<file path="config.mk">
export PLATFORM = sky130hd
export DESIGN_NAME = frc_timer
export DESIGN_NICKNAME = d
export VERILOG_FILES = /design/src/verilog/frc_pkg.sv /design/src/verilog/frc_timer.sv
export SDC_FILE = /design/constraint.sdc
export NUM_CORES = 1
export LEC_CHECK = 0
export BUFFER_PORTS_ARGS = -buffer_cell sky130_fd_sc_hd__clkbuf_2
export CAP_MARGIN = 25
export CORE_MARGIN = 4
export CORE_UTILIZATION = 23
export CTS_BUF_LIST = sky130_fd_sc_hd__clkbuf_4 sky130_fd_sc_hd__clkbuf_8 sky130_fd_sc_hd__clkbuf_16
export DETAILED_ROUTE_END_ITERATION = 10
export GPL_TIMING_DRIVEN = 0
export PLACE_DENSITY = 0.39
export SYNTH_ARGS = -nofsm -noshare
export SYNTH_HDL_FRONTEND = slang
export SYNTH_SLANG_ARGS = --single-unit
export TNS_END_PERCENT = 20
</file>
<file path="constraint.sdc">
create_clock -name clock_in -period 2.13 [get_ports clock_in]
set_input_delay 0.639 -clock clock_in [delete_from_list [all_inputs] [get_ports clock_in]]
set_output_delay 0.639 -clock clock_in [all_outputs]
set_load 0.1 [all_outputs]
</file>
<file path="src/verilog/frc_pkg.sv">
// Package for the free-running timer with edge capture
package frc_pkg;

  // ----------------------------------------------------------------
  // Register offsets
  // ----------------------------------------------------------------
  localparam logic [7:0] FREE_COUNT_LOW = 8'h20;
  localparam logic [7:0] FREE_COUNT_HIGH = 8'h21;
  localparam logic [7:0] CAPTURE_A_RISE = 8'h22;
  localparam logic [7:0] CAPTURE_B_RISE = 8'h23;
  localparam logic [7:0] CAPTURE_A_FALL = 8'h24;
  localparam logic [7:0] CAPTURE_B_FALL = 8'h25;
  localparam logic [7:0] TIMER_CONFIG = 8'h2A;
  localparam logic [7:0] CAPTURE_IRQ_ENABLE = 8'h2B;
  localparam logic [7:0] CAPTURE_IRQ_STATUS = 8'h2C;

  // ----------------------------------------------------------------
  // Field positions and reset values
  // ----------------------------------------------------------------
  localparam int CFG_HOLD_BIT = 7;
  localparam int CFG_PRESCALE_LSB = 4;
  localparam int CFG_WIDE_BIT = 3;
  localparam int IRQ_FIELD_W = 4;
  localparam logic [7:0] RESET_BYTE = 8'h00;
  localparam logic [15:0] RESET_COUNT = 16'h0000;

  // ----------------------------------------------------------------
  // Timing
  // ----------------------------------------------------------------
  localparam int CLOCK_HZ = 40_000_000;
  localparam int TIMER_HZ = 4_000_000;
  // Clock cycles per timer count (rounded down, at least one)
  localparam int TIMER_DIV = (CLOCK_HZ / TIMER_HZ < 1) ? 1 :
                             CLOCK_HZ / TIMER_HZ;
  localparam int TICK_PERIOD_US = 1024;
  localparam int OVERFLOW_PERIOD_US = 16384;
  // Timer counts per periodic tick
  localparam int TICK_COUNTS = TICK_PERIOD_US * (TIMER_HZ / 1_000_000);
  localparam logic [15:0] TICK_MASK = 16'(TICK_COUNTS - 1);
  // Timer counts per overflow
  localparam int OVERFLOW_COUNTS =
    OVERFLOW_PERIOD_US * (TIMER_HZ / 1_000_000);
  localparam logic [15:0] OVERFLOW_LAST = 16'(OVERFLOW_COUNTS - 1);

  // ----------------------------------------------------------------
  // Types
  // ----------------------------------------------------------------
  // Timer configuration fields
  typedef struct packed {
    logic hold_first;
    logic [2:0] prescale;
    logic wide_capture_enable;
  } frc_cfg_t;

  // Register port request
  typedef struct packed {
    logic [7:0] addr;
    logic [7:0] wdata;
    logic wr;
    logic rd;
  } frc_req_t;

endpackage : frc_pkg

</file>
<file path="src/verilog/frc_timer.sv">
// Free-running counter with two edge-capture channels
`timescale 1ns/100ps

module frc_timer
  import frc_pkg::*;
#(
  parameter int DIV = TIMER_DIV
) (
  input wire logic clock_in,
  input wire logic sys_rst_in,
  input wire logic [7:0] addr_in,
  input wire logic [7:0] wdata_in,
  input wire logic wr_in,
  input wire logic rd_in,
  output logic [7:0] rdata_out,
  input wire logic capture_input_a_in,
  input wire logic capture_input_b_in,
  output logic tick_evt_out,
  output logic overflow_evt_out,
  output logic [3:0] capture_irq_req_out
);

  // ----------------------------------------------------------------
  // Declarations
  // ----------------------------------------------------------------
  frc_req_t req; // Bundled register request
  logic [$clog2(DIV+1)-1:0] div_reg; // Timer-rate divider
  logic count_en; // One-cycle timer-rate enable
  logic [15:0] count_reg; // Free-running counter
  logic [7:0] low_buf_reg; // Pending low byte for a load
  logic [7:0] high_snap_reg; // High byte held at low read
  logic [7:0] rdata_reg; // Read data, one cycle after strobe
  logic [7:0] rdata_next; // Read mux output
  logic tick_reg; // Tick event pulse
  logic overflow_reg; // Overflow event pulse
  frc_cfg_t cfg_reg; // Timer configuration
  logic [3:0] irq_en_reg; // Capture interrupt enables
  logic [1:0] sync1_reg; // First synchroniser stage
  logic [1:0] sync2_reg; // Second synchroniser stage
  logic [1:0] prev_reg; // Previous synchronised level
  logic [1:0] rise; // Rising edge per pin
  logic [1:0] fall; // Falling edge per pin
  logic [7:0] window; // Prescaled counter byte
  logic [3:0] ev; // Edge per capture source
  logic [3:0] rd_hit; // Read of each capture register
  logic [3:0] load; // Capture register loads this cycle
  logic [3:0] stat_vec; // Packed status flags
  logic [7:0] cap_reg [4]; // a rise, a fall, b rise, b fall
  logic held_reg [4]; // First edge held per source
  logic status_reg [4]; // Capture status flags

  assign req = '{addr: addr_in, wdata: wdata_in, wr: wr_in, rd: rd_in};

  // ----------------------------------------------------------------
  // Timer-rate divider
  // ----------------------------------------------------------------
  // own rate enable
  // Timer logic advances only on its own enable, so bus traffic of
  // any pattern never stretches or skips a count.
  always_ff @(posedge clock_in) begin
    if (sys_rst_in) begin
      div_reg <= '0;
    end else if (32'(div_reg) == DIV - 1) begin
      div_reg <= '0;
    end else begin
      div_reg <= div_reg + 1'b1;
    end
  end

  assign count_en = (32'(div_reg) == DIV - 1);

  // ----------------------------------------------------------------
  // Free-running counter and load path
  // ----------------------------------------------------------------
  // counter increment
  always_ff @(posedge clock_in) begin
    if (sys_rst_in) begin
      count_reg <= RESET_COUNT;
    end else if (req.wr && req.addr == FREE_COUNT_HIGH) begin
      // Whole value lands at once; low byte came from earlier write
      count_reg <= {req.wdata, low_buf_reg};
    end else if (count_en) begin
      count_reg <= count_reg + 16'h0001;
    end
  end

  // low byte buffered
  // Low byte waits here until the high-byte write commits both
  always_ff @(posedge clock_in) begin
    if (sys_rst_in) begin
      low_buf_reg <= RESET_BYTE;
    end else if (req.wr && req.addr == FREE_COUNT_LOW) begin
      low_buf_reg <= req.wdata;
    end
  end

  always_ff @(posedge clock_in) begin
    if (sys_rst_in) begin
      high_snap_reg <= RESET_BYTE;
    end else if (req.rd && req.addr == FREE_COUNT_LOW) begin
      high_snap_reg <= count_reg[15:8];
    end
  end

  // ----------------------------------------------------------------
  // Tick and overflow events
  // ----------------------------------------------------------------
  // periodic tick
  always_ff @(posedge clock_in) begin
    if (sys_rst_in) begin
      tick_reg <= 1'b0;
      overflow_reg <= 1'b0;
    end else begin
      tick_reg <= count_en && ((count_reg & TICK_MASK) == TICK_MASK);
      overflow_reg <= count_en && (count_reg == OVERFLOW_LAST);
    end
  end

  assign tick_evt_out = tick_reg;
  assign overflow_evt_out = overflow_reg;

  // ----------------------------------------------------------------
  // Configuration and enable registers
  // ----------------------------------------------------------------
  // enable bits
  always_ff @(posedge clock_in) begin
    if (sys_rst_in) begin
      cfg_reg <= '0;
      irq_en_reg <= '0;
    end else if (req.wr) begin
      if (req.addr == TIMER_CONFIG) begin
        cfg_reg <= frc_cfg_t'(req.wdata[CFG_HOLD_BIT:CFG_WIDE_BIT]);
      end
      if (req.addr == CAPTURE_IRQ_ENABLE) begin
        irq_en_reg <= req.wdata[IRQ_FIELD_W-1:0];
      end
    end
  end

  // ----------------------------------------------------------------
  // Pin synchronisers and edge detection
  // ----------------------------------------------------------------
  // two-stage synchroniser
  always_ff @(posedge clock_in) begin
    if (sys_rst_in) begin
      sync1_reg <= 2'h0;
      sync2_reg <= 2'h0;
      prev_reg <= 2'h0;
    end else begin
      sync1_reg <= {capture_input_b_in, capture_input_a_in};
      sync2_reg <= sync1_reg;
      prev_reg <= sync2_reg;
    end
  end

  assign rise = sync2_reg & ~prev_reg;
  assign fall = ~sync2_reg & prev_reg;

  assign window = 8'(count_reg >> cfg_reg.prescale);

  // edge sources
  // In wide mode channel b pin is ignored; pin a drives all four
  assign ev[0] = rise[0];
  assign ev[1] = fall[0];
  assign ev[2] = cfg_reg.wide_capture_enable ? rise[0] : rise[1];
  assign ev[3] = cfg_reg.wide_capture_enable ? fall[0] : fall[1];

  assign rd_hit[0] = req.rd && req.addr == CAPTURE_A_RISE;
  assign rd_hit[1] = req.rd && req.addr == CAPTURE_A_FALL;
  assign rd_hit[2] = req.rd && req.addr == CAPTURE_B_RISE;
  assign rd_hit[3] = req.rd && req.addr == CAPTURE_B_FALL;

  // ----------------------------------------------------------------
  // Capture sources
  // ----------------------------------------------------------------
  for (genvar i = 0; i < 4; i++) begin : g_cap
    // Value chosen for this source
    logic [7:0] value;
    assign value = !cfg_reg.wide_capture_enable ? window :
                   (i < 2) ? count_reg[7:0] : count_reg[15:8];

    // blocked while held
    // A read in the same cycle frees the slot for the new edge
    assign load[i] = ev[i] &&
                     (!cfg_reg.hold_first || !held_reg[i] || rd_hit[i]);

    // Capture register
    always_ff @(posedge clock_in) begin
      if (sys_rst_in) begin
        cap_reg[i] <= RESET_BYTE;
      end else if (load[i]) begin
        cap_reg[i] <= value;
      end
    end

    // first edge tracking
    // Load wins over the releasing read
    always_ff @(posedge clock_in) begin
      if (sys_rst_in) begin
        held_reg[i] <= 1'b0;
      end else if (load[i]) begin
        held_reg[i] <= cfg_reg.hold_first;
      end else if (rd_hit[i]) begin
        held_reg[i] <= 1'b0;
      end
    end

    // sticky status flag
    // A new capture beats a write-one clear in the same cycle
    always_ff @(posedge clock_in) begin
      if (sys_rst_in) begin
        status_reg[i] <= 1'b0;
      end else if (load[i]) begin
        status_reg[i] <= 1'b1;
      end else if (req.wr && req.addr == CAPTURE_IRQ_STATUS &&
                   req.wdata[i]) begin
        status_reg[i] <= 1'b0;
      end
    end

    assign stat_vec[i] = status_reg[i];
  end

  assign capture_irq_req_out = stat_vec & irq_en_reg;

  // ----------------------------------------------------------------
  // Read path
  // ----------------------------------------------------------------
  // Read mux; reserved bits and unmapped offsets read zero
  always_comb begin
    rdata_next = 8'h00;
    case (req.addr)
      FREE_COUNT_LOW: rdata_next = count_reg[7:0];
      FREE_COUNT_HIGH: rdata_next = high_snap_reg;
      CAPTURE_A_RISE: rdata_next = cap_reg[0];
      CAPTURE_A_FALL: rdata_next = cap_reg[1];
      CAPTURE_B_RISE: rdata_next = cap_reg[2];
      CAPTURE_B_FALL: rdata_next = cap_reg[3];
      TIMER_CONFIG: rdata_next = {cfg_reg, 3'h0};
      CAPTURE_IRQ_ENABLE: rdata_next = {4'h0, irq_en_reg};
      CAPTURE_IRQ_STATUS: rdata_next = {4'h0, stat_vec};
      default: rdata_next = 8'h00;
    endcase
  end

  // Read data stands for one cycle only
  always_ff @(posedge clock_in) begin
    if (sys_rst_in) begin
      rdata_reg <= RESET_BYTE;
    end else if (req.rd) begin
      rdata_reg <= rdata_next;
    end else begin
      rdata_reg <= RESET_BYTE;
    end
  end

  assign rdata_out = rdata_reg;

  // ----------------------------------------------------------------
  // Assertions
  // ----------------------------------------------------------------
  a_count_step: assert property (
    @(posedge clock_in) disable iff (sys_rst_in)
    count_en && !(req.wr && req.addr == FREE_COUNT_HIGH)
    |=> count_reg == $past(count_reg) + 16'h0001)
    else $error("Counter did not step on timer enable");

  a_count_still: assert property (
    @(posedge clock_in) disable iff (sys_rst_in)
    !count_en && !(req.wr && req.addr == FREE_COUNT_HIGH)
    |=> $stable(count_reg))
    else $error("Counter moved without timer enable");

  a_high_load: assert property (
    @(posedge clock_in) disable iff (sys_rst_in)
    req.wr && req.addr == FREE_COUNT_LOW ##1
    req.wr && req.addr == FREE_COUNT_HIGH
    |=> count_reg == {$past(wdata_in), $past(wdata_in, 2)})
    else $error("Counter load did not take both bytes");

  a_snap_pair: assert property (
    @(posedge clock_in) disable iff (sys_rst_in)
    req.rd && req.addr == FREE_COUNT_LOW
    |=> rdata_out == $past(count_reg[7:0]) &&
        high_snap_reg == $past(count_reg[15:8]))
    else $error("Low read snapshot wrong");

  a_tick_pulse: assert property (
    @(posedge clock_in) disable iff (sys_rst_in)
    count_en && count_reg[11:0] == 12'hFFF |=> tick_evt_out)
    else $error("Tick missing at 12-bit wrap");

  a_overflow_pulse: assert property (
    @(posedge clock_in) disable iff (sys_rst_in)
    overflow_evt_out |-> $past(count_reg) == 16'hFFFF && $past(count_en))
    else $error("Overflow pulse without wrap");

  a_hold_block: assert property (
    @(posedge clock_in) disable iff (sys_rst_in)
    cfg_reg.hold_first && held_reg[0] && !rd_hit[0]
    |=> $stable(cap_reg[0]))
    else $error("Held capture was overwritten");

  a_wide_high: assert property (
    @(posedge clock_in) disable iff (sys_rst_in)
    cfg_reg.wide_capture_enable && rise[0] && load[0] && load[2]
    |=> cap_reg[2] == $past(count_reg[15:8]) &&
        cap_reg[0] == $past(count_reg[7:0]))
    else $error("Wide capture bytes wrong");

  a_status_set: assert property (
    @(posedge clock_in) disable iff (sys_rst_in)
    load[1] |=> stat_vec[1] ##1 (stat_vec[1] || $past(req.wr)))
    else $error("Status flag not set by capture");

  a_irq_gate: assert property (
    @(posedge clock_in) disable iff (sys_rst_in)
    load[0] && irq_en_reg[0] &&
    !(req.wr && req.addr == CAPTURE_IRQ_ENABLE)
    |=> capture_irq_req_out[0])
    else $error("Enabled capture raised no request");

  a_status_clear: assert property (
    @(posedge clock_in) disable iff (sys_rst_in)
    req.wr && req.addr == CAPTURE_IRQ_STATUS && req.wdata[0] && !load[0]
    |=> !stat_vec[0])
    else $error("Status flag not cleared by write one");

  a_sync_delay: assert property (
    @(posedge clock_in) disable iff (sys_rst_in)
    rise[0] |-> $past(capture_input_a_in, 2) &&
                !$past(capture_input_a_in, 3))
    else $error("Edge seen without synchronised pin change");

  a_hold_release: assert property (
    @(posedge clock_in) disable iff (sys_rst_in)
    cfg_reg.hold_first && held_reg[0] && rd_hit[0] && !ev[0]
    |=> !held_reg[0])
    else $error("Read did not release the held capture");

  a_narrow_window: assert property (
    @(posedge clock_in) disable iff (sys_rst_in)
    !cfg_reg.wide_capture_enable && load[2]
    |=> cap_reg[2] == $past(count_reg[cfg_reg.prescale +: 8]))
    else $error("Capture byte not at prescale window");

endmodule : frc_timer

</file>
==> impl_metrics.csv, run 1 <==
group,metric,value,unit
status,outcome,"finished with violations",
status,violations,"negative setup slack",
layout,largest_reg_flops,32,
pwr,p_leak,2.34,nW
setup_path,cp_data_arrival_time,2.37,ns
detailed_routing,drc_errors,0,
setup_path,path_buf_inv,3,
yosys,synthDistinctLibCells,68,
layout,utilization,27.5,%
setup_path,cpPeakStageDelay,0.45,ns
floorplanning,core_area,0.0226,mm2
floorplanning,die_y,160,um
yosys,yosys-top-cells-area,"dfxtp_1, edfxtp_1, mux2i_1",
pwr,powerDensity,639,mW/mm2
clock_network,htreeDepth,3,
setup_path,r2r_end,"cap_reg[0][3]$_SDFFCE_PN0P_",
timing,rsz0062_at_grt,"yes",
timing,setup_violations,9,
yosys,yosysWarnings,0,
layout,areaGrowthSynthToFinish,17.7,%
timing,slew_viol_final,0,
yosys,synth_top_area_cell,"dfxtp_1",
detailed_routing,wl_met1,8.24,mm
yosys,synth_edf_count,40,
yosys,ys_top_cells_by_count,"dfxtp_1, nor2_1, edfxtp_1",
setup_path,cp.depth,7,
detailed_routing,wire_per_inst,20.7,um
clock_network,clock_latency,0.36,ns
setup_path,rr_worst_depth,6,
clock_network,cts_buffers,9,
floorplanning,die-area,0.0255,mm2
detailed_routing,top_layer,"met4",
yosys,synth_fp_nets,527,
yosys,synth_top_area_share,23.1,%
layout,drive_gt1_share,23.1,%
yosys,synth_area_per_cell,10.5,um2
floorplanning,rows,55,
worst_hold_path,hold_class,"flip-flop to flip-flop",
detailed_routing,met2RoutedLength,8.02,mm
setup_path,crit_slowest_cell,"a311o_1",
timing,slew_headroom,35.8,%
yosys,synth.most_common_cell,"dfxtp_1",
setup_path,worstPathRequired,2.28,ns
layout,num_antenna_cells,0,
run,maxCapViolCount,0,
yosys,synthArstFlopShare,0,%
clock_network,clk_pin_slew,0.07,ns
yosys,synth-seq-cells,101,
global_route,grt_pass1_vias,4286,
setup_path,r2r_setup_slack,0.02,ns
timing,hold_violations,0,
detailed_routing,vias,4210,
setup_path,crit_path_end_kind,"flip-flop",
global_route,grt_pass1_wl,26.8,mm
setup_path,cp_max_fo,10,
timing,fin_crit,2.22,ns
placement,gp_congestion,0.829,
setup_path,startpoint,"addr_in[3]",
placement,dpl.hpwl,12.8,mm
detailed_routing,via_per_inst,5.01,
setup_path,crit_type,"input port to flip-flop",
yosys,synth_cells,502,
global_route,grt_max_degree,18,
clock_network,cts_tree,"yes",
timing,finalCritPeriodShare,104,%
global_route,antenna_found_initial,0,
placement,io_buffer_count,33,
pwr,worst_ir_drop_vdd,0.324,mV
timing,tightestPinTransition,0.963,ns
detailed_routing,ant_nets,0,
yosys,synth_flop_cell,"dfxtp_1",
setup_path,r2r_start,"cfg_reg[1]$_SDFFE_PP0P_",
setup_path,setup.worst_path.start_class,"input port",
timing,holdWs,0.440,ns
yosys,synth_area,0.00528,mm2
worst_hold_path,min_to,"sync2_reg[0]$_SDFF_PP0_",
detailed_routing,totalWireLength,17.4,mm
clock_network,clock_path_buffers,2,
timing,max_freq,451,MHz
setup_path,path_cells,"clkbuf_2 > buf_2 > nor3b_4 > nand4_1 > a311o_1 > buf_6 > nor3_1",
timing,skew,0.0126,ns
detailed_routing,detail_route.first_pass.iterations,6,
layout,nNetsFinal,575,
detailed_routing,drt_iter0_markers,241,
yosys,synth-seq-area-share,45.8,%
worst_hold_path,hold_depth,1,
clock_network,root_buffer,"clkbuf_16",
global_route,grt_use_total,13.7,%
detailed_routing,wl_met3,816,um
clock_network,numClockSinks,101,
floorplanning,ios,36,
floorplanning,fp.dieW,160,um
worst_hold_path,hp-start,"sync1_reg[0]$_SDFF_PP0_",
global_route,grt-ovfl-total,0,
floorplanning,initial_core_util,23.3,%
timing,layout_setup_ws,-0.0873,ns
setup_path,cp_top_family,"simple AND/OR/NAND/NOR gates",
## worst reg2reg max path, delay by kind of cell (launching register included)
family / cells / cell delay [ns]
AO/OA/AOI/OAI: 1 / 0.37
flip-flops: 1 / 0.32
AND/OR/NAND/NOR: 2 / 0.31
multiplexers: 1 / 0.55
buffers and inverters: 2 / 0.31
## cells by family after synthesis
family	share of synthesized area, %
multiplexers	14.1
AO/OA/AOI/OAI	11.6
XOR/XNOR	1.66
adder cells (fa/ha/maj)	0.710
AND/OR/NAND/NOR	20.5
buffers and inverters	5.49
flip-flops	45.8
## per-stage QoR
stage | setup WS, ns | std cells | cell area (um2) | power, mW | TNS, ns
6_report | -0.0873 | 840 | 6220 | 3.97 | -0.339
2_1_floorplan | -0.0491 | 502 | 5290 | 2.27 | -0.548
3_3_place_gp | -0.715 | 820 | 5810 | 2.38 | -50.16
5_1_grt | -0.0751 | 840 | 6220 | 4.12 | -0.501
3_5_place_dp | -0.686 | 820 | 5810 | 2.39 | -48.97
4_1_cts | -0.0131 | 838 | 6170 | 4.01 | -0.0131
## layout by cell type (no fill, tap or decap), types with 4 or more instances in the layout
master and n:
mux2_2 9, clkbuf_16 9, mux4_2 8, a211oi_2 8, a211oi_1 7, xnor2_1 7
nand3b_1 4, a311oi_1 7, o21ai_0 23, dfxtp_1 59, nand3_1 15, buf_4 7
o22ai_1 4, a221oi_1 4, and2_1 6, inv_1 10, edfxtp_1 40, nand4_1 7
clkbuf_8 7, clkbuf_2 37, nand2_1 19, clkbuf_1 10, nor3_1 36, buf_2 8
nor2b_1 16, a32oi_1 4, mux2i_1 36, or3_1 6, a21oi_1 6, mux4_1 4
nor2_1 60
## what timing repair did
| item | 4_1_cts | 5_1_grt |
|---|---|---|
| buffers inserted | 2 | 2 |
| endpoints found under the setup margin | 59 | 44 |
| hold buffers | 0 | 0 |
| hold endpoints to repair | 0 | 0 |
| pin swaps | 2 | 3 |
| resized for setup | 17 | 8 |
## area by class of cell
type	count	area, um2
fill	2393	16400
multi-input combinational	352	2640
sequential	101	2420
tap	285	357
buffer	39	278
clock buffer	10	239
timing repair buffer	37	195
clock inverter	6	45.0
inverter	10	37.5
## how the worst max path moves through the flow
stage,slack (ns),to
detailed placement,-0.69,cap_reg[1][3]$_SDFFCE_PN0P_
floorplan,-0.05,cap_reg[1][0]$_SDFFCE_PN0P_
finish,-0.09,cap_reg[0][3]$_SDFFCE_PN0P_
CTS,-0.01,cap_reg[0][3]$_SDFFCE_PN0P_
global placement,-0.71,cap_reg[1][3]$_SDFFCE_PN0P_
global route,-0.08,cap_reg[0][3]$_SDFFCE_PN0P_
## power breakdown
part,internal [mW],leakage [nW],switching [mW]
Combinational,0.0941,1.30,0.194
Clock,0.832,0.133,0.782
Sequential,2.05,0.912,0.0197
Total,2.98,2.34,0.995
## metal layers
metal / vias up / track usage (%)
met5: - / 0
met4: 0 / 4.02
met3: 19 / 2.80
met2: 123 / 21.8
met1: 2094 / 18.9
li1: 1974 / -
(Power assumes the default switching activity.)
==> inputs of run 2 (changes only) <==
--- a/config.mk
+++ b/config.mk
@@ -5,13 +5,13 @@
 export SDC_FILE = /design/constraint.sdc
 export NUM_CORES = 1
 export LEC_CHECK = 0
+export ABC_AREA = 1
 export BUFFER_PORTS_ARGS = -buffer_cell sky130_fd_sc_hd__clkbuf_2
 export CAP_MARGIN = 25
 export CORE_MARGIN = 4
 export CORE_UTILIZATION = 23
 export CTS_BUF_LIST = sky130_fd_sc_hd__clkbuf_4 sky130_fd_sc_hd__clkbuf_8 sky130_fd_sc_hd__clkbuf_16
 export DETAILED_ROUTE_END_ITERATION = 10
-export GPL_TIMING_DRIVEN = 0
 export PLACE_DENSITY = 0.39
 export SYNTH_ARGS = -nofsm -noshare
 export SYNTH_HDL_FRONTEND = slang
==> run 2 against run 1 <==
Effect of this change:
- the flow now finishes without violations
- critical path depth decreased by 4
- sequential share of layout area down 3.4 points
- largest cell class unchanged
- critical path type is now flip-flop to output port
- non-clock buffer count is 13 higher
- flip-flop and latch count stayed put
- largest power group unchanged
==> impl_metrics.csv, run 2 <==
group,metric,value,unit
status,outcome,"completed",
detailed_routing,wire_per_inst,16.8,um
global_route,grt_pass1_wl,30.6,mm
placement,dpl-instance-area,0.00646,mm2
layout,num_antenna_cells,0,
run,maxCapViolCount,0,
timing,fin_crit,1.97,ns
yosys,yosys-top-cells-area,"dfxtp_1, edfxtp_1, nand2_1",
pwr,p_total,4.21,mW
clock_network,cts_resized,0,
layout,fin_cells,1161,
yosys,ys_top_cells_by_count,"nand2_1, nor2_1, nand3_1",
pwr,p_leak,2.85,nW
setup_path,setup.worst_path.start_class,"flip-flop",
yosys,synth_flop_cell,"dfxtp_1",
layout,multi_input_area,0.00273,mm2
floorplanning,initial_core_util,23.6,%
placement,gp_congestion,0.850,
timing,slew_viol_final,0,
detailed_routing,ant_nets,0,
floorplanning,die_y,164,um
clock_network,clk_pin_slew,0.08,ns
placement,placed_cells,1145,
layout,drive_gt1_share,18.3,%
placement,io_buffer_count,35,
clock_network,clock_path_buffers,2,
yosys,synth-seq-cells,101,
layout,mostFrequentLayoutCell,"nand2_1",
floorplanning,die-area,0.0269,mm2
setup_path,crit_path_end_kind,"output port",
timing,max_freq,508,MHz
timing,hold_violations,0,
clock_network,clock_latency,0.36,ns
setup_path,cp_data_arrival_time,1.33,ns
timing,tightestPinTransition,0.567,ns
yosys,synth_area_per_cell,7.31,um2
worst_hold_path,hold_class,"flip-flop to flip-flop",
layout,fillers,2685,
layout,fin_area,0.00680,mm2
clock_network,postCtsHoldBufs,0,
clock_network,root_buffer,"clkbuf_16",
layout,largest_reg_flops,32,
clock_network,postCtsSetupBuffers,0,
yosys,synth-seq-area-share,43.3,%
detailed_routing,detail_route.first_pass.iterations,4,
timing,skew,0.00969,ns
layout,seq_area,0.00242,mm2
layout,layout_common_cells,"nand2_1, nor2_1, nand3_1",
floorplanning,ios,36,
global_route,antenna_found_initial,0,
layout,nNetsFinal,862,
detailed_routing,vias,5229,
timing,rsz0062_at_grt,"no",
clock_network,htreeDepth,3,
timing,finalCritPeriodShare,92.4,%
timing,slew_headroom,62.2,%
detailed_routing,drc_errors,0,
setup_path,cpPeakStageDelay,0.44,ns
detailed_routing,drt_iter0_markers,374,
clock_network,cts_tree,"yes",
setup_path,cp_max_fo,2,
pwr,worst_ir_drop_vdd,0.310,mV
pwr,power_frac_clock,45.0,%
yosys,synth_top_area_share,21.8,%
timing,layout_setup_ws,0.161,ns
yosys,synth.most_common_cell,"nand2_1",
placement,dpl.hpwl,15.4,mm
setup_path,crit_slowest_cell,"clkbuf_2",
global_route,grt_pass1_vias,5150,
yosys,synth_area,0.00560,mm2
pwr,p_sw_share,24.1,%
layout,areaGrowthSynthToFinish,21.5,%
yosys,synth_edf_count,40,
pwr,pwr-share-seq,49.1,%
detailed_routing,totalWireLength,19.5,mm
floorplanning,fp.dieW,164,um
setup_path,worstPathRequired,1.49,ns
placement,pre_cts_ws,-0.115,ns
setup_path,crit_type,"flip-flop to output port",
yosys,synth_top_area_cell,"dfxtp_1",
global_route,grt_max_degree,33,
setup_path,path_cells,"nand2_1 > inv_1 > clkbuf_2",
yosys,synthDistinctLibCells,39,
clock_network,numClockSinks,101,
yosys,synth_fp_nets,791,
global_route,grt_use_total,15.0,%
detailed_routing,via_per_inst,4.50,
timing,setup_violations,0,
pwr,switching_power,1.02,mW
clock_network,cts_buffers,9,
setup_path,path_buf_inv,2,
yosys,yosysWarnings,0,
yosys,synth_cells,766,
pwr,internal-power,3.20,mW
pwr,powerDensity,620,mW/mm2
global_route,grt-ovfl-total,0,
yosys,synthArstFlopShare,0,%
setup_path,cp_top_family,"buffers and inverters",
floorplanning,rows,56,
floorplanning,core_area,0.0237,mm2
pwr,power_frac_comb,5.9,%
==> run 2: cell types whose count changed in the layout (fill, tap and decap cells not counted), moves of 10 or more <==
cell,delta
nor3_1,-34
a21oi_1,+53
inv_1,+61
nand3_1,+74
buf_4,+44
nand2_1,+166
clkbuf_1,-10
mux2i_1,-36
nor2_1,+46
nor2b_1,-16
==> run 2: cell families after synthesis <==
group | share of synthesized area (%)
flip-flops | 43.3
buffers and inverters | 7.91
XOR/XNOR | 1.10
adder cells (fa/ha/maj) | 0.671
AO/OA/AOI/OAI | 11.2
AND/OR/NAND/NOR | 35.8
==> run 2: path summary, 6_finish.rpt <==
| kind | slack, ns | to | cells past startpoint | startpoint |
|---|---|---|---|---|
| setup reg to reg | 0.32 | count_reg[13]$_SDFFE_PP0P_ | 7 | count_reg[2]$_SDFFE_PP0P_ |
| setup / recovery | 0.16 | capture_irq_req_out[1] | 3 | status_reg[1]$_SDFFCE_PP0P_ |
| hold reg to reg | 0.42 | sync2_reg[0]$_SDFF_PP0_ | 2 | sync1_reg[0]$_SDFF_PP0_ |
| hold / removal | 0.42 | sync2_reg[0]$_SDFF_PP0_ | 2 | sync1_reg[0]$_SDFF_PP0_ |
==> run 2: worst reg2reg max path, stage by stage (launching register included) <==
cell	delay [ns]
dfxtp_1	0.68
nand3_1	0.21
nor2_1	0.34
nand3_1	0.12
nand2_1	0.08
nand2_1	0.09
a21oi_1	0.16
nor2_1	0.05
==> run 2: area by class of cell <==
type / instances / area share, %
inverter: 77 / 4.25
sequential: 101 / 35.6
tap: 319 / 5.87
clock inverter: 7 / 1.67
clock buffer: 9 / 3.31
multi-input combinational: 559 / 40.2
timing repair buffer: 89 / 9.09
==> run 2: metrics by stage <==
stage,util [%],hold slack [ns],TNS (ns)
2_1_floorplan,-,0.388,0
3_3_place_gp,27.3,0.417,-1.20
3_5_place_dp,27.3,0.411,-1.19
4_1_cts,28.7,0.424,0
5_1_grt,28.7,0.462,0
6_report,28.7,0.418,0
==> run 2: per-layer routing <==
layer  track usage, %  part of all wire (%)
met1             20.7                    48
met2             24.1                    46
met3             2.48                   3.6
met4             4.46                   2.2
met5                0                     0
==> run 2: power by group through the flow <==
stage | clock network (mW) | registers (mW) | logic (mW)
3_5_place_dp | 0 | 2.11 | 0.252
4_1_cts | 1.94 | 2.07 | 0.253
6_report | 1.90 | 2.07 | 0.249
5_1_grt | 2.03 | 2.07 | 0.275
3_3_place_gp | 0 | 2.11 | 0.254
2_1_floorplan | 0 | 2.11 | 0.119
==> inputs of run 3 (changes only) <==
--- a/config.mk
+++ b/config.mk
@@ -9,10 +9,10 @@
 export BUFFER_PORTS_ARGS = -buffer_cell sky130_fd_sc_hd__clkbuf_2
 export CAP_MARGIN = 25
 export CORE_MARGIN = 4
-export CORE_UTILIZATION = 23
+export CORE_UTILIZATION = 55
 export CTS_BUF_LIST = sky130_fd_sc_hd__clkbuf_4 sky130_fd_sc_hd__clkbuf_8 sky130_fd_sc_hd__clkbuf_16
 export DETAILED_ROUTE_END_ITERATION = 10
-export PLACE_DENSITY = 0.39
+export PLACE_DENSITY = 0.76
 export SYNTH_ARGS = -nofsm -noshare
 export SYNTH_HDL_FRONTEND = slang
 export SYNTH_SLANG_ARGS = --single-unit
==> run 3 against run 2 <==
Effect of this change:
- largest power group unchanged
- count of clock-buffer cells in the layout grew 4
- flip-flop and latch count is the same
- combinational power shrank 8.8%
- clock skew grew 0.012 ns
- total power shrank 16%
- critical path depth is the same
- worst hold slack lost 0.0021 ns
- final area shrank 8.3%
- die area shrank 56%
- via count grew 5.6%
- final cell count shrank 18%
==> impl_metrics.csv, run 3 (synthesized netlist as in run 2, its figures left out) <==
group,metric,value,unit
status,outcome,"completed",
layout,drive_gt1_share,15.6,%
clock_network,cts_resized,0,
floorplanning,die-area,0.0119,mm2
clock_network,postCtsHoldBufs,0,
global_route,grt_pass1_vias,5250,
clock_network,htreeDepth,3,
clock_network,root_buffer,"clkbuf_8",
timing,layout_setup_ws,0.140,ns
detailed_routing,drc_errors,0,
setup_path,cp_data_arrival_time,1.35,ns
floorplanning,initial_core_util,57.0,%
detailed_routing,drt_iter0_markers,529,
setup_path,worstPathRequired,1.49,ns
placement,dpl.hpwl,13.4,mm
layout,areaGrowthSynthToFinish,11.4,%
setup_path,crit_path_end_kind,"output port",
clock_network,numClockSinks,101,
detailed_routing,totalWireLength,17.3,mm
global_route,grt_use_total,30.8,%
timing,slew_viol_final,0,
floorplanning,core_area,0.00982,mm2
global_route,grt_max_degree,32,
layout,multi_input_area,0.00273,mm2
placement,placed_cells,932,
detailed_routing,vias,5521,
layout,fin_cells,948,
clock_network,cts_buffers,9,
setup_path,setup.worst_path.start_class,"flip-flop",
run,maxCapViolCount,0,
clock_network,cts_tree,"yes",
layout,fillers,921,
detailed_routing,via_per_inst,5.82,
timing,setup_violations,0,
floorplanning,die_y,109,um
timing,hold_violations,0,
clock_network,clock_path_buffers,2,
pwr,p_leak,2.66,nW
timing,max_freq,503,MHz
layout,seq_area,0.00242,mm2
clock_network,postCtsSetupBuffers,0,
floorplanning,rows,36,
timing,skew,0.0216,ns
pwr,powerDensity,566,mW/mm2
global_route,grt_pass1_wl,27.4,mm
global_route,grt-ovfl-total,0,
floorplanning,ios,36,
timing,rsz0062_at_grt,"no",
floorplanning,fp.dieW,109,um
placement,io_buffer_count,35,
global_route,antenna_found_initial,0,
placement,pre_cts_ws,-0.00583,ns
clock_network,clk_pin_slew,0.10,ns
setup_path,cp_max_fo,2,
layout,num_antenna_cells,0,
pwr,worst_ir_drop_vdd,0.329,mV
clock_network,clock_latency,0.38,ns
detailed_routing,ant_nets,0,
worst_hold_path,hold_class,"flip-flop to flip-flop",
timing,finalCritPeriodShare,93.4,%
layout,largest_reg_flops,32,
timing,fin_crit,1.99,ns
setup_path,crit_type,"flip-flop to output port",
detailed_routing,detail_route.first_pass.iterations,5,
worst_hold_path,hold_depth,2,
layout,nNetsFinal,835,
placement,gp_congestion,0.960,
timing,slew_headroom,63.4,%
setup_path,rr_worst_depth,8,
layout,mostFrequentLayoutCell,"nand2_1",
timing,tightestPinTransition,0.551,ns
layout,layout_common_cells,"nand2_1, nor2_1, nand3_1",
detailed_routing,wire_per_inst,18.3,um
-- run 3: changes by cell type in the layout (fill, tap and decap cells not counted), sizes merged --
cell / change
inv: -3
clkbuf: +4
buf: -27
bufinv: -2
clkinv: +1
-- run 3: power by group --
| part | switching (mW) | internal [mW] |
|---|---|---|
| Combinational | 0.157 | 0.0703 |
| Clock | 0.658 | 0.571 |
| Sequential | 0.0232 | 2.05 |
| Total | 0.838 | 2.69 |
-- run 3: final cells by class --
type / count / area share [%]
clock inverter: 3 / 0.261
inverter: 77 / 4.63
multi-input combinational: 559 / 43.8
tap: 133 / 2.67
sequential: 101 / 38.8
timing repair buffer: 62 / 6.86
clock buffer: 13 / 2.95
-- run 3: path summary, 6_finish.rpt --
path | start | end | slack [ns]
max reg2reg | cfg_reg[1]$_SDFFE_PP0P_ | cap_reg[1][4]$_SDFFCE_PN0P_ | 0.34
min | sync1_reg[0]$_SDFF_PP0_ | sync2_reg[0]$_SDFF_PP0_ | 0.42
min reg2reg | sync1_reg[0]$_SDFF_PP0_ | sync2_reg[0]$_SDFF_PP0_ | 0.42
max | status_reg[0]$_SDFFCE_PP0P_ | capture_irq_req_out[0] | 0.14
-- run 3: critical path, stage by stage, from the launching register on --
cell	delay (ns)
edfxtp_1	0.40
nand2_1	0.07
inv_1	0.05
clkbuf_2	0.45
-- run 3: stage by stage --
stage                     area (um2)  utilization [%]  hold slack [ns]  power (mW)  TNS [ns]
after floorplan                 5600                -            0.388        2.23         0
after detailed placement        6040             61.5            0.404        2.34  -0.00585
after global routing            6240             63.5            0.440        3.65         0
after global placement          6040             61.5            0.395        2.33         0
after CTS                       6240             63.5            0.417        3.54         0
final                           6240             63.5            0.416        3.53         0
-- run 3: metal layers --
metal,part of all wire (%),track usage (%),vias up
met5,0,0,-
met4,3.6,12.7,0
met3,9.3,7.05,48
met2,46,49.7,304
met1,41,39.9,2566
li1,-,-,2603
